`src/epc_map.svh`:
```
// Register map, field positions and reset values of the E1 counter bank.
// Assumes byte addressing on a 32-bit AHB-Lite bus, one register per word.
//
// Operation
// - Keep a 16-bit excessive-zero count, read as upper and lower bytes.
// - Host reads clear counter bits; every counter is zero after reset.
// - Upper read then lower read clears the whole 16-bit count.
// - 8-bit read-clear count of controller 2 check-sequence errors.
// - 8-bit read-clear count of controller 3 check-sequence errors.
// - Summary bit 7 is high while the spare-bit-6 block has a request.
// - Spare-bit-6 summary bit drops once its own status register is read.
// - Summary bit 5 shows clock loss, only with clock-loss detection on.
// - Summary bit 4 is high while the one-second interrupt is declared.
// - Summary bit 3 follows any pending data-link controller request.
// - Summary bit 2 follows the slip-buffer block's pending request.
// - Summary bit 1 follows the alarm and error block's pending request.
// - Summary bit 0 follows the framer block's pending request.
// - Flag sources interrupt only with block and source enables set; bits 5 and 4 need no source enable (bit 5 needs detection on), counter events a mask bit.
`ifndef EPC_MAP_SVH
`define EPC_MAP_SVH

`define EPC_ADDR_W 16
`define EPC_ADDR_ZV_UPPER 16'h0910
`define EPC_ADDR_ZV_LOWER 16'h0914
`define EPC_ADDR_FCS2 16'h091c
`define EPC_ADDR_FCS3 16'h092c
`define EPC_ADDR_SUMMARY 16'h0930
`define EPC_ADDR_BLK_EN 16'h0934
`define EPC_ADDR_INT_STAT 16'h0938
`define EPC_ADDR_INT_MASK 16'h093c
`define EPC_ADDR_CTRL 16'h0940

`define EPC_BIT_SPARE6 7
`define EPC_BIT_RSVD 6
`define EPC_BIT_CLKLOS 5
`define EPC_BIT_ONE_SEC 4
`define EPC_BIT_HDLC 3
`define EPC_BIT_SLIP 2
`define EPC_BIT_ALARM 1
`define EPC_BIT_FRAMER 0

`define EPC_EV_ZV 0
`define EPC_EV_FCS2 1
`define EPC_EV_FCS3 2
`define EPC_EV_W 3

`define EPC_CTRL_CLKLOS_DET 0

`define EPC_RST_BYTE 8'h00
`define EPC_RST_EV 3'h0
`define EPC_RST_WORD 32'h0000_0000
`define EPC_ZV_WIDTH 16
`define EPC_FCS_WIDTH 8

`endif

```
`src/epc_pkg.sv`:
```
// Shared types of the E1 counter bank.
// Assumes the map header is included by every file that needs addresses.
package epc_pkg;
  typedef logic [7:0] epc_byte_type;
  typedef enum logic {EPC_SEQ_IDLE, EPC_SEQ_UPPER_DONE} epc_seq_type;
endpackage

```
`src/epc_cnt_if.sv`:
```
// Carrier between the bank and one read-clear counter.
// Assumes both ends run on the same clock.
`timescale 1ns/1ps
`default_nettype none
interface epc_cnt_if #(parameter int WIDTH = 8);
  logic inc;
  logic clr;
  logic [WIDTH-1:0] count;
  modport owner(input inc, input clr, output count);
  modport user(output inc, output clr, input count);
endinterface
`default_nettype wire

```
`src/epc_rur_counter.sv`:
```
// Saturating event counter cleared by a host read.
// Assumes inc and clr are single-cycle strobes on sys_clk.
`timescale 1ns/1ps
`default_nettype none
module epc_rur_counter #(
  parameter int WIDTH = 8
) (
  input wire logic sys_clk,
  input wire logic reset,
  epc_cnt_if.owner cnt
);
  import epc_pkg::*;

  localparam logic [WIDTH-1:0] MAXV = {WIDTH{1'b1}};
  localparam logic [WIDTH-1:0] ONE = {{(WIDTH-1){1'b0}}, 1'b1};

  if (WIDTH < 2 || WIDTH > 32) begin : g_check
    $error("epc_rur_counter: WIDTH must lie between 2 and 32");
  end

  // ----------------------------------------------------------------
  // Counting
  // ----------------------------------------------------------------
  // An event in the clearing cycle is kept as a count of one
  always_ff @(posedge sys_clk or posedge reset) begin
    if (reset) begin
      cnt.count <= '0;
    end else if (cnt.clr) begin
      cnt.count <= cnt.inc ? ONE : '0;
    end else if (cnt.inc && cnt.count != MAXV) begin
      cnt.count <= cnt.count + ONE;
    end
  end

  a_clear_zero: assert property (
    @(posedge sys_clk) disable iff (reset)
    cnt.clr && !cnt.inc |=> cnt.count == '0)
    else $error("counter not zero after clearing read");

  a_sat_hold: assert property (@(posedge sys_clk) disable iff (reset)
    cnt.count == MAXV && !cnt.clr |=> cnt.count == MAXV)
    else $error("saturated counter moved without a read");

  a_inc_step: assert property (@(posedge sys_clk) disable iff (reset)
    cnt.inc && !cnt.clr && cnt.count != MAXV
      |=> cnt.count == $past(cnt.count) + ONE)
    else $error("counter missed an event");
endmodule
`default_nettype wire

```
`src/epc_bank.sv`:
```
// Performance counters and block interrupt summary behind AHB-Lite.
// Assumes source blocks clear their own flags when their status is read.
//
// The AHB-Lite register port is this design's own decision.
`include "epc_map.svh"
`timescale 1ns/1ps
`default_nettype none
module epc_bank (
  input wire logic sys_clk,
  input wire logic reset,
  input wire logic hsel,
  input wire logic [31:0] haddr,
  input wire logic [1:0] htrans,
  input wire logic hwrite,
  input wire logic [2:0] hsize,
  input wire logic [31:0] hwdata,
  input wire logic hready,
  output logic hreadyout,
  output logic hresp,
  output logic [31:0] hrdata,
  input wire logic zeroViolationEvent,
  input wire logic hdlc2FcsErrorEvent,
  input wire logic hdlc3FcsErrorEvent,
  input wire epc_pkg::epc_byte_type spareSixFlags,
  input wire epc_pkg::epc_byte_type spareSixSrcEnable,
  input wire logic recoveredClockLost,
  input wire logic oneSecondTick,
  input wire epc_pkg::epc_byte_type hdlcFlags,
  input wire epc_pkg::epc_byte_type hdlcSrcEnable,
  input wire epc_pkg::epc_byte_type slipFlags,
  input wire epc_pkg::epc_byte_type slipSrcEnable,
  input wire epc_pkg::epc_byte_type alarmFlags,
  input wire epc_pkg::epc_byte_type alarmSrcEnable,
  input wire epc_pkg::epc_byte_type framerFlags,
  input wire epc_pkg::epc_byte_type framerSrcEnable,
  output logic irq
);
  import epc_pkg::*;

  // ----------------------------------------------------------------
  // Counters
  // ----------------------------------------------------------------
  epc_cnt_if #(.WIDTH(`EPC_ZV_WIDTH)) zvCnt();
  epc_cnt_if #(.WIDTH(`EPC_FCS_WIDTH)) fcs2Cnt();
  epc_cnt_if #(.WIDTH(`EPC_FCS_WIDTH)) fcs3Cnt();

  epc_rur_counter #(.WIDTH(`EPC_ZV_WIDTH)) zero_violation_count (
    .sys_clk(sys_clk),
    .reset(reset),
    .cnt(zvCnt.owner)
  );
  epc_rur_counter #(.WIDTH(`EPC_FCS_WIDTH)) hdlc2_fcs_error_count (
    .sys_clk(sys_clk),
    .reset(reset),
    .cnt(fcs2Cnt.owner)
  );
  epc_rur_counter #(.WIDTH(`EPC_FCS_WIDTH)) hdlc3_fcs_error_count (
    .sys_clk(sys_clk),
    .reset(reset),
    .cnt(fcs3Cnt.owner)
  );

  // ----------------------------------------------------------------
  // Bus decode
  // ----------------------------------------------------------------
  function automatic logic hit(input logic [31:0] a,
                               input logic [`EPC_ADDR_W-1:0] reg_addr);
    hit = (a[`EPC_ADDR_W-1:0] == reg_addr) && (a[31:`EPC_ADDR_W] == '0);
  endfunction

  logic take;
  logic rdTake;
  logic wrPend;
  logic [31:0] wrAddr;
  logic rdUpper;
  logic rdLower;
  logic rdFcs2;
  logic rdFcs3;
  logic rdStat;
  epc_seq_type seq;
  epc_byte_type zvLowerHold;
  epc_byte_type blockIrqEnable;
  logic [`EPC_EV_W-1:0] intStatus;
  logic [`EPC_EV_W-1:0] intMask;
  logic clkLossDetectEnable;
  epc_byte_type summary;
  epc_byte_type enabledPending;
  logic [`EPC_EV_W-1:0] events;
  logic [31:0] next_hrdata;
  logic next_irq;

  // Zero wait states: every transfer finishes in its first data cycle
  assign hreadyout = 1'b1;
  assign hresp = 1'b0;

  assign take = hsel && htrans[1] && hready;
  assign rdTake = take && !hwrite;
  assign rdUpper = rdTake && hit(haddr, `EPC_ADDR_ZV_UPPER);
  assign rdLower = rdTake && hit(haddr, `EPC_ADDR_ZV_LOWER);
  assign rdFcs2 = rdTake && hit(haddr, `EPC_ADDR_FCS2);
  assign rdFcs3 = rdTake && hit(haddr, `EPC_ADDR_FCS3);
  assign rdStat = rdTake && hit(haddr, `EPC_ADDR_INT_STAT);

  // ----------------------------------------------------------------
  // Counter strobes
  // ----------------------------------------------------------------
  assign zvCnt.inc = zeroViolationEvent;
  assign fcs2Cnt.inc = hdlc2FcsErrorEvent;
  assign fcs3Cnt.inc = hdlc3FcsErrorEvent;
  // Only a lower read that follows an upper read clears the wide count
  assign zvCnt.clr = rdLower && (seq == EPC_SEQ_UPPER_DONE);
  assign fcs2Cnt.clr = rdFcs2;
  assign fcs3Cnt.clr = rdFcs3;

  // Upper read snapshots the lower byte; events until the lower read
  // are lost when it clears, so software should read the pair at once
  always_ff @(posedge sys_clk or posedge reset) begin
    if (reset) begin
      seq <= EPC_SEQ_IDLE;
      zvLowerHold <= `EPC_RST_BYTE;
    end else if (rdUpper) begin
      seq <= EPC_SEQ_UPPER_DONE;
      zvLowerHold <= zvCnt.count[7:0];
    end else if (rdLower) begin
      seq <= EPC_SEQ_IDLE;
    end
  end

  // ----------------------------------------------------------------
  // Block summary
  // ----------------------------------------------------------------
  always_comb begin
    summary = `EPC_RST_BYTE;
    summary[`EPC_BIT_SPARE6] = |spareSixFlags;
    summary[`EPC_BIT_CLKLOS] = recoveredClockLost &&
                               clkLossDetectEnable;
    summary[`EPC_BIT_ONE_SEC] = oneSecondTick;
    summary[`EPC_BIT_HDLC] = |hdlcFlags;
    summary[`EPC_BIT_SLIP] = |slipFlags;
    summary[`EPC_BIT_ALARM] = |alarmFlags;
    summary[`EPC_BIT_FRAMER] = |framerFlags;
  end

  // Bits 5 and 4 have no source layer; their block enable is the gate
  always_comb begin
    enabledPending = `EPC_RST_BYTE;
    enabledPending[`EPC_BIT_SPARE6] =
      |(spareSixFlags & spareSixSrcEnable);
    enabledPending[`EPC_BIT_CLKLOS] = summary[`EPC_BIT_CLKLOS];
    enabledPending[`EPC_BIT_ONE_SEC] = oneSecondTick;
    enabledPending[`EPC_BIT_HDLC] = |(hdlcFlags & hdlcSrcEnable);
    enabledPending[`EPC_BIT_SLIP] = |(slipFlags & slipSrcEnable);
    enabledPending[`EPC_BIT_ALARM] = |(alarmFlags & alarmSrcEnable);
    enabledPending[`EPC_BIT_FRAMER] = |(framerFlags & framerSrcEnable);
  end

  // ----------------------------------------------------------------
  // Read data
  // ----------------------------------------------------------------
  always_comb begin
    next_hrdata = `EPC_RST_WORD;
    if (rdUpper) begin
      next_hrdata[7:0] = zvCnt.count[15:8];
    end else if (rdLower) begin
      next_hrdata[7:0] = (seq == EPC_SEQ_UPPER_DONE) ?
                         zvLowerHold : zvCnt.count[7:0];
    end else if (rdFcs2) begin
      next_hrdata[7:0] = fcs2Cnt.count;
    end else if (rdFcs3) begin
      next_hrdata[7:0] = fcs3Cnt.count;
    end else if (rdTake && hit(haddr, `EPC_ADDR_SUMMARY)) begin
      next_hrdata[7:0] = summary;
    end else if (rdTake && hit(haddr, `EPC_ADDR_BLK_EN)) begin
      next_hrdata[7:0] = blockIrqEnable;
    end else if (rdStat) begin
      next_hrdata[`EPC_EV_W-1:0] = intStatus;
    end else if (rdTake && hit(haddr, `EPC_ADDR_INT_MASK)) begin
      next_hrdata[`EPC_EV_W-1:0] = intMask;
    end else if (rdTake && hit(haddr, `EPC_ADDR_CTRL)) begin
      next_hrdata[`EPC_CTRL_CLKLOS_DET] = clkLossDetectEnable;
    end
  end

  always_ff @(posedge sys_clk or posedge reset) begin
    if (reset) begin
      hrdata <= `EPC_RST_WORD;
    end else if (rdTake) begin
      hrdata <= next_hrdata;
    end
  end

  // ----------------------------------------------------------------
  // Writes
  // ----------------------------------------------------------------
  always_ff @(posedge sys_clk or posedge reset) begin
    if (reset) begin
      wrPend <= 1'b0;
      wrAddr <= `EPC_RST_WORD;
    end else begin
      wrPend <= take && hwrite;
      if (take) begin
        wrAddr <= haddr;
      end
    end
  end

  // Summary and counter addresses are not decoded for writes
  always_ff @(posedge sys_clk or posedge reset) begin
    if (reset) begin
      blockIrqEnable <= `EPC_RST_BYTE;
      intMask <= `EPC_RST_EV;
      clkLossDetectEnable <= 1'b0;
    end else if (wrPend) begin
      if (hit(wrAddr, `EPC_ADDR_BLK_EN)) begin
        blockIrqEnable <= hwdata[7:0];
        blockIrqEnable[`EPC_BIT_RSVD] <= 1'b0;
      end
      if (hit(wrAddr, `EPC_ADDR_INT_MASK)) begin
        intMask <= hwdata[`EPC_EV_W-1:0];
      end
      if (hit(wrAddr, `EPC_ADDR_CTRL)) begin
        clkLossDetectEnable <= hwdata[`EPC_CTRL_CLKLOS_DET];
      end
    end
  end

  // ----------------------------------------------------------------
  // Interrupts
  // ----------------------------------------------------------------
  always_comb begin
    events = `EPC_RST_EV;
    events[`EPC_EV_ZV] = zeroViolationEvent;
    events[`EPC_EV_FCS2] = hdlc2FcsErrorEvent;
    events[`EPC_EV_FCS3] = hdlc3FcsErrorEvent;
  end

  // Event wins over the clearing read in the same cycle
  always_ff @(posedge sys_clk or posedge reset) begin
    if (reset) begin
      intStatus <= `EPC_RST_EV;
    end else begin
      intStatus <= (rdStat ? `EPC_RST_EV : intStatus) | events;
    end
  end

  assign next_irq = (|(intStatus & intMask)) ||
                    (|(blockIrqEnable & enabledPending));

  always_ff @(posedge sys_clk or posedge reset) begin
    if (reset) begin
      irq <= 1'b0;
    end else begin
      irq <= next_irq;
    end
  end

  // ----------------------------------------------------------------
  // Checks
  // ----------------------------------------------------------------
  a_lower_snapshot: assert property (
    @(posedge sys_clk) disable iff (reset)
    rdLower && seq == EPC_SEQ_UPPER_DONE
      |=> hrdata[7:0] == $past(zvLowerHold))
    else $error("lower byte not taken from the snapshot");

  a_upper_capture: assert property (
    @(posedge sys_clk) disable iff (reset)
    rdUpper |=> zvLowerHold == $past(zvCnt.count[7:0]))
    else $error("upper read did not capture the lower byte");

  a_pair_clears: assert property (
    @(posedge sys_clk) disable iff (reset)
    rdLower && seq == EPC_SEQ_UPPER_DONE && !zeroViolationEvent
      |=> zvCnt.count == '0 && seq == EPC_SEQ_IDLE)
    else $error("upper then lower read did not clear the count");

  a_lone_lower: assert property (
    @(posedge sys_clk) disable iff (reset)
    rdLower && seq == EPC_SEQ_IDLE && !zeroViolationEvent
      |=> zvCnt.count == $past(zvCnt.count))
    else $error("lower read without upper read cleared the count");

  a_fcs_read_clear: assert property (
    @(posedge sys_clk) disable iff (reset)
    rdFcs2 && !hdlc2FcsErrorEvent
      |=> fcs2Cnt.count == '0 && hrdata[31:8] == '0)
    else $error("check-sequence counter not cleared by read");

  a_clkloss_gate: assert property (
    @(posedge sys_clk) disable iff (reset)
    rdTake && hit(haddr, `EPC_ADDR_SUMMARY) && !clkLossDetectEnable
      |=> !hrdata[`EPC_BIT_CLKLOS])
    else $error("clock-loss summary ignores detection enable");

  a_summary_ro: assert property (
    @(posedge sys_clk) disable iff (reset)
    rdTake && hit(haddr, `EPC_ADDR_SUMMARY)
      |=> hrdata[7:0] == $past(summary) && hrdata[`EPC_BIT_RSVD] == 1'b0)
    else $error("summary read does not match source flags");

  a_irq_masked: assert property (
    @(posedge sys_clk) disable iff (reset)
    blockIrqEnable == '0 && intMask == '0 ##1 blockIrqEnable == '0
      |-> !irq)
    else $error("interrupt raised with every enable off");

  a_status_sticky: assert property (
    @(posedge sys_clk) disable iff (reset)
    events[`EPC_EV_ZV] ##1 !rdStat[*2] |-> intStatus[`EPC_EV_ZV])
    else $error("status bit lost before it was read");
endmodule
`default_nettype wire

```
`config.mk`:
```
export PLATFORM = sky130hd
export DESIGN_NAME = epc_bank
export DESIGN_NICKNAME = d
export VERILOG_FILES = /design/src/epc_pkg.sv /design/src/epc_cnt_if.sv /design/src/epc_rur_counter.sv /design/src/epc_bank.sv
export VERILOG_INCLUDE_DIRS = /design/src
export SDC_FILE = /design/constraint.sdc
export NUM_CORES = 1
export LEC_CHECK = 0
export BUFFER_PORTS_ARGS = -buffer_cell sky130_fd_sc_hd__buf_2
export CAP_MARGIN = 5
export CORE_MARGIN = 8
export CORE_UTILIZATION = 51
export DETAILED_ROUTE_END_ITERATION = 16
export PLACE_DENSITY = 0.89
export SYNTH_ARGS = -nofsm -noshare
export SYNTH_HDL_FRONTEND = slang
export SYNTH_SLANG_ARGS = --single-unit
```
`constraint.sdc`:
```
create_clock -name sys_clk -period 2.9 [get_ports sys_clk]
set_input_delay 0.145 -clock sys_clk [delete_from_list [all_inputs] [get_ports sys_clk]]
set_output_delay 0.145 -clock sys_clk [all_outputs]
set_load 0.02 [all_outputs]
```
## Word-level counts from Yosys, hierarchy flattened

Cells that the tools add are included.

| word-level totals | value |
|---|---|
| bits in registers | 97 |
| input bits | 159 |
| output and inout port bits | 35 |
| word-level logic and storage cells | 116 |

| operators by class | value |
|---|---|
| $add $sub $neg | 3 |
| equality and inequality tests | 15 |
| muxes and demuxes | 24 |
| bitwise operators | 8 |
| reduce and logical (&&, ||, !) cells | 53 |

Operator list:

| operator | count |
|---|---|
| 16-bit by 12-bit equality test with 1-bit output (second input constant) | 12 |
| 8-bit OR reduction | 11 |
| 8-bit two-way mux | 10 |
| 8-bit AND | 6 |
| 16-bit logical NOT | 2 |
| 16-bit two-way mux | 2 |
| 1-bit logical AND | 30 |
| 16-bit by 1-bit adder with 16-bit output (second input constant) | 1 |
| 8-bit by 1-bit adder with 8-bit output (second input constant) | 2 |
| 16-bit != test (second input constant) | 1 |
| 8-bit != test (second input constant) | 2 |
| 3-bit two-way mux | 3 |
| 2-bit nonzero test | 4 |
| 1-bit two-way mux | 7 |
| 2-bit AND reduction | 3 |
| 5-bit two-way mux | 1 |
| 3-bit AND | 1 |
| 3-bit bitwise OR | 1 |
| 3-bit OR reduction | 1 |
| 2-bit two-way mux | 1 |
| 1-bit logical NOT | 1 |
| 1-bit logical OR | 1 |

## Longest topological paths before layout

| depth | value |
|---|---|
| depth after elaboration | 13 |
| gate-level depth with buffers | 9 |
| gate-level depth less buffers | 6 |

## Modules after synthesis

From an unflattened synthesis, not the netlist that was laid out.

| second synthesis, totals | value |
|---|---|
| cells, all modules | 523 |
| area total of the unflattened synthesis | 5614.1 um2 |

By module, submodules not included:

| module | instances | cells an instance | area an instance (um2) | seq. area each (um2) |
|---|---|---|---|---|
| epc_bank | 1 | 335 | 3809.9 | 1626.6 |
| epc_rur_counter at zero_violation_count | 1 | 94 | 903.4 | 400.4 |
| epc_rur_counter at hdlc2_fcs_error_count ... | 2 | 47 | 450.4 | 200.2 |

## Least setup slack after synthesis

No wires, ideal clock.

| path | value |
|---|---|
| path kind | reg2reg |
| start point | register zero_violation_count.cnt.count[0] |
| end point | register zero_violation_count.cnt.count[11] |
| library setup time | 121 ps |
| arrival time | 1934 ps |
| required time | 2779 ps |
| path slack | 845 ps |
| stages on the path, launching flop included | 10 |
| path buffers | 3 |
| clock period less this slack | 2055 ps |
| path through | dfrtp_1 ha_1 and2_1 and4_4 buf_6 and2_4 buf_6 buf_2 o31a_1 o22a_1 |

| between the ends | value |
|---|---|
| longest elaborated chain between the ends | 3 |
| elaborated cells on any way between the ends | 6 |
| classes of those cells | add/sub (1); eq/ne (1); mux (2); reduce/logical (2) |

RTL lines:

| what | line | RTL |
|---|---|---|
| from (decl) | epc_cnt_if.sv:9 | `modport owner(input inc, input clr, output count);` |
| from (signal assigned) | epc_rur_counter.sv:29 | `cnt.count <= cnt.inc ? ONE : '0;` |
| from (signal assigned) | epc_rur_counter.sv:31 | `cnt.count <= cnt.count + ONE;` |
| 16-bit by 1-bit adder with 16-bit output or 16-bit != test (tied branches) | epc_rur_counter.sv:31, epc_rur_counter.sv:30 |  |
| 16-bit two-way mux or 1-bit logical AND (tied branches) | epc_rur_counter.sv:30 | `end else if (cnt.inc && cnt.count != MAXV) begin` |
| 16-bit two-way mux or 2-bit nonzero test (tied branches) | - |  |

Several ways; a longest one is shown, not always the timed one. The select of a mux whose other input is x is not followed.
A chain may end at the register's enable or synchronous reset.

## Worst setup path in the final report

| path | value |
|---|---|
| start point | input hwrite |
| end point | register zvLowerHold[6] |

| between the ends | value |
|---|---|
| longest elaborated chain between the ends | 3 |

RTL lines:

| what | line | RTL |
|---|---|---|
| from (decl) | epc_bank.sv:14 | `input wire logic hwrite,` |
| 1-bit logical NOT | epc_bank.sv:97 | `assign rdTake = take && !hwrite;` |
| 1-bit logical AND | epc_bank.sv:97 |  |
| 1-bit logical AND | epc_bank.sv:98 | `` assign rdUpper = rdTake && hit(haddr, `EPC_ADDR_ZV_UPPER); `` |
| to (signal assigned) | epc_bank.sv:120 | `` zvLowerHold <= `EPC_RST_BYTE; `` |
| to (signal assigned) | epc_bank.sv:123 | `zvLowerHold <= zvCnt.count[7:0];` |
| to (decl) | epc_bank.sv:81 | `epc_byte_type zvLowerHold;` |

Every way passes these cells.

==> results.toml <==
[cts]
cts_max_path_buffers = 2
clk_latency_ns = 0.38
cts_setup_buffers = 0
h-tree-depth = 3
root_buffer = "clkbuf_8"
cts_tree = "built"
cts_made_buffers = 9
cts.sinks = 97
cts_resized = 0
clk_pin_slew_ns = 0.09

[placed_design]
place_hpwl_mm = 12.4
post-place-cells = 800
routabilityCongestion = 0.988
numPortBuffers = 138

[die]
fp.coreArea_mm2 = 0.0107
die_w_um = 120
die-area_mm2 = 0.0144
rows = 38
io_pins = 194
start_util_pct = 51.7
fp.dieH_um = 120

[power]
combPwrFrac_pct = 18.5
power.internal_w = 0.00255
p_leak_nw = 2.97
switching_power_w = 0.00103
p_clk_share_pct = 32.2
power_density_mw_per_mm2 = 544
vdd_drop_max_v = 0.000427
seqPwrFrac_pct = 49.4
swShare_pct = 28.9

[min_path]
hp-start = "hwdata[1]"
hp-class = "in2reg"

[critical_path]
startpoint = "hwrite"
criticalPathCategory = "in2reg"
setup.worst_path.start_class = "primary input"
crit_required_ns = 3.17
cp-end-kind = "flop"
cp_max_fo = 12
cp.arrival_ns = 2.65
reg2reg_from = "wrAddr[0]"

[sta]
fin_crit_sh_pct = 82.3
finalClockSkew_ns = 0.00889
setup_viol = 0
holdWs_ns = 0.00878
tightest_slew_ns = 0.922
fmax_mhz = 419
maxSlewHeadroom_pct = 38.5
slew_violations = 0
hold_violations = 0
setup-tns-final_ns = 0
fin_crit_ns = 2.39
rsz0062_at_grt = "no"

[synth]
netlist_top_cells_area = "dfrtp_1 (44%), mux2_2 (11%), buf_4 (3.7%)"
ys_warn_count = 0
ys_ff_latch = 97
avgSynthCellArea_um2 = 10.3
ys.flop_type = "dfrtp_1"
synthArstFlopShare_pct = 100
yosysSeqAreaShare_pct = 43.9
synth.top_cell.area_share_pct = 43.9
synth_top_cell_by_area = "dfrtp_1"
syn_area_mm2 = 0.00554
netlist_instances = 537
synth_edf_count = 0
ys_types = 70

[routing]
drt_wl_total_mm = 16.3
firstDrtPassIters = 6
wire_per_inst_um = 19.8
drc_errors = 0
drt_iter0_drc = 628
via_count = 5101
viasPerCell = 6.21
ant_nets = 0

[cells_and_area]
area_growth_pct = 18.9
stdcell_count = 821
nNetsFinal = 839
drive_gt1_share_pct = 33.9
final_util_pct = 61.5
n_fill_cell = 871
n_antenna_cell = 0

[global_route]
grt_overflow_total = 0
grt_pass1_vias = 5209
grt.total_usage_pct = 22.3
grt_max_degree = 52
grt_antenna_before_repair = 0
grt_first_pass_wirelength_mm = 25.9

[outcome]
status = "finished, final reports clean"

[flow_run]
drv_cap = 0
-- through the flow --
| step | power, W | instance area, um2 | setup slack [ns] |
|---|---|---|---|
| after floorplan | 0.00218 | 5630 | 0.221 |
| after global placement | 0.00236 | 6250 | 0.618 |
| after detailed placement | 0.00243 | 6250 | 0.516 |
| after CTS | 0.00358 | 6580 | 0.596 |
| after global routing | 0.00374 | 6580 | 0.454 |
| final | 0.00358 | 6580 | 0.512 |
-- final cells by class --
class                           instances  area (um2)  area share [%]
Inverter                                8        31.3           0.475
Multi-Input combinational cell        409        2860            43.4
Timing Repair Buffer                  152         823            12.5
Tap cell                              140         175            2.66
Sequential cell                        97        2430            36.9
Clock inverter                          5         128            1.94
Clock buffer                           10         138            2.09
-- flip-flops by register name, indices dropped and copies added, names as in the netlist, 3 cells and up --
signal                           flops
hdlc2_fcs_error_count.cnt.count      8
zvLowerHold                          8
zero_violation_count.cnt.count      16
hdlc3_fcs_error_count.cnt.count      8
intMask                              3
intStatus                            3
wrAddr                              32
blockIrqEnable                       7
hrdata                               8
-- worst paths after layout --
| check | to | slack [ns] | cells past startpoint |
|---|---|---|---|
| hold / removal | blockIrqEnable[1] | 0.009 | 2 |
| max in group asynchronous | wrAddr[4] | 1.68 | 4 |
| hold reg to reg | zvLowerHold[0] | 0.50 | 1 |
| setup reg to reg | intMask[2] | 0.63 | 4 |
| setup / recovery | zvLowerHold[6] | 0.51 | 8 |
| min in group asynchronous | wrAddr[28] | 0.47 | 3 |
-- synthesized netlist by cell type (2+ instances only) --
cell,count
conb_1,2
a221oi_1,3
o211ai_1,4
and2_1,5
or4_1,4
nand3_1,17
a22o_1,7
o2bb2ai_1,2
and4_1,2
mux2i_1,11
a22oi_1,25
clkbuf_1,8
and4_4,2
o31ai_1,4
nor3_1,13
mux2_2,53
buf_6,3
buf_2,9
nand2_1,32
nor3_2,2
o21ai_1,2
nor2_1,30
ha_1,3
buf_4,27
dfrtp_1,97
nand4b_1,2
a21o_1,3
nor3b_1,3
a21oi_1,25
nand4_1,15
nor4b_1,3
xnor2_1,15
inv_1,8
nand3b_1,3
nor4_1,22
o21ai_0,19
a31oi_1,5
and3_1,6
nor2b_1,3
and3b_1,3
nand2b_1,3
or3_1,4
-- power groups by stage --
stage	sequential (W)	clock [W]	combinational (W)
6_report	0.00177	0.00115	0.000661
3_5_place_dp	0.00178	0	0.000644
2_1_floorplan	0.00171	0	0.000468
3_3_place_gp	0.00176	0	0.000602
5_1_grt	0.00179	0.00122	0.000738
4_1_cts	0.00176	0.00116	0.000657
-- cells in the final DEF (no fill, tap or decap), types with 4 or more instances in the layout --
cell	instances
mux2i_1	11
clkbuf_8	10
mux2_2	53
conb_1	26
buf_2	138
nor4_1	22
a22oi_1	25
o31ai_1	4
nand2_1	32
a21oi_1	25
xnor2_1	15
and2_1	5
nor3_1	13
nand4_1	15
or3_1	4
buf_4	7
o21ai_0	19
dlygate4sd3_1	6
bufinv_16	4
or4_1	4
o211ai_1	4
a22o_1	7
inv_1	7
dfrtp_1	97
nand3_1	17
and3_1	6
nor2_1	30
a31oi_1	5
-- kinds of logic (layout without fill, tap and decap cells) --
| group | count (synthesis) | after routing | synth area share [%] |
|---|---|---|---|
| AND/OR/NAND/NOR | 187 | 187 | 20.1 |
| AO/OA/AOI/OAI | 113 | 113 | 13.8 |
| flip-flops | 97 | 97 | 43.9 |
| multiplexers | 65 | 65 | 13.0 |
| buffers and inverters | 55 | 175 | 6.17 |
| XOR/XNOR | 15 | 15 | 2.37 |
| adder cells (fa/ha/maj) | 3 | 3 | 0.678 |
| other | 2 | 26 | 0.136 |
-- layer usage --
layer	vias to the layer above	part of all wire, %	GRT usage, %
met5	-	0	0
met4	0	3.2	10.1
met3	57	9.6	6.48
met2	310	50	37.9
met1	2479	37	25.6
li1	2255	-	-
-- critical path, cell delays in order --
cell and delay (ns):
dlygate4sd3_1 0.54, buf_2 0.13, nand4b_1 0.18, buf_4 0.20, nand3b_1 0.31, nor3_2 0.54
buf_4 0.26, mux2_2 0.34
-- timing repair --
item / 4_1_cts / 5_1_grt
hold buffers: 6 / 0
hold endpoints to repair: 55 / 0
setup endpoints to repair: 0 / 0
No activity file was read; power rests on OpenSTA's default activity.
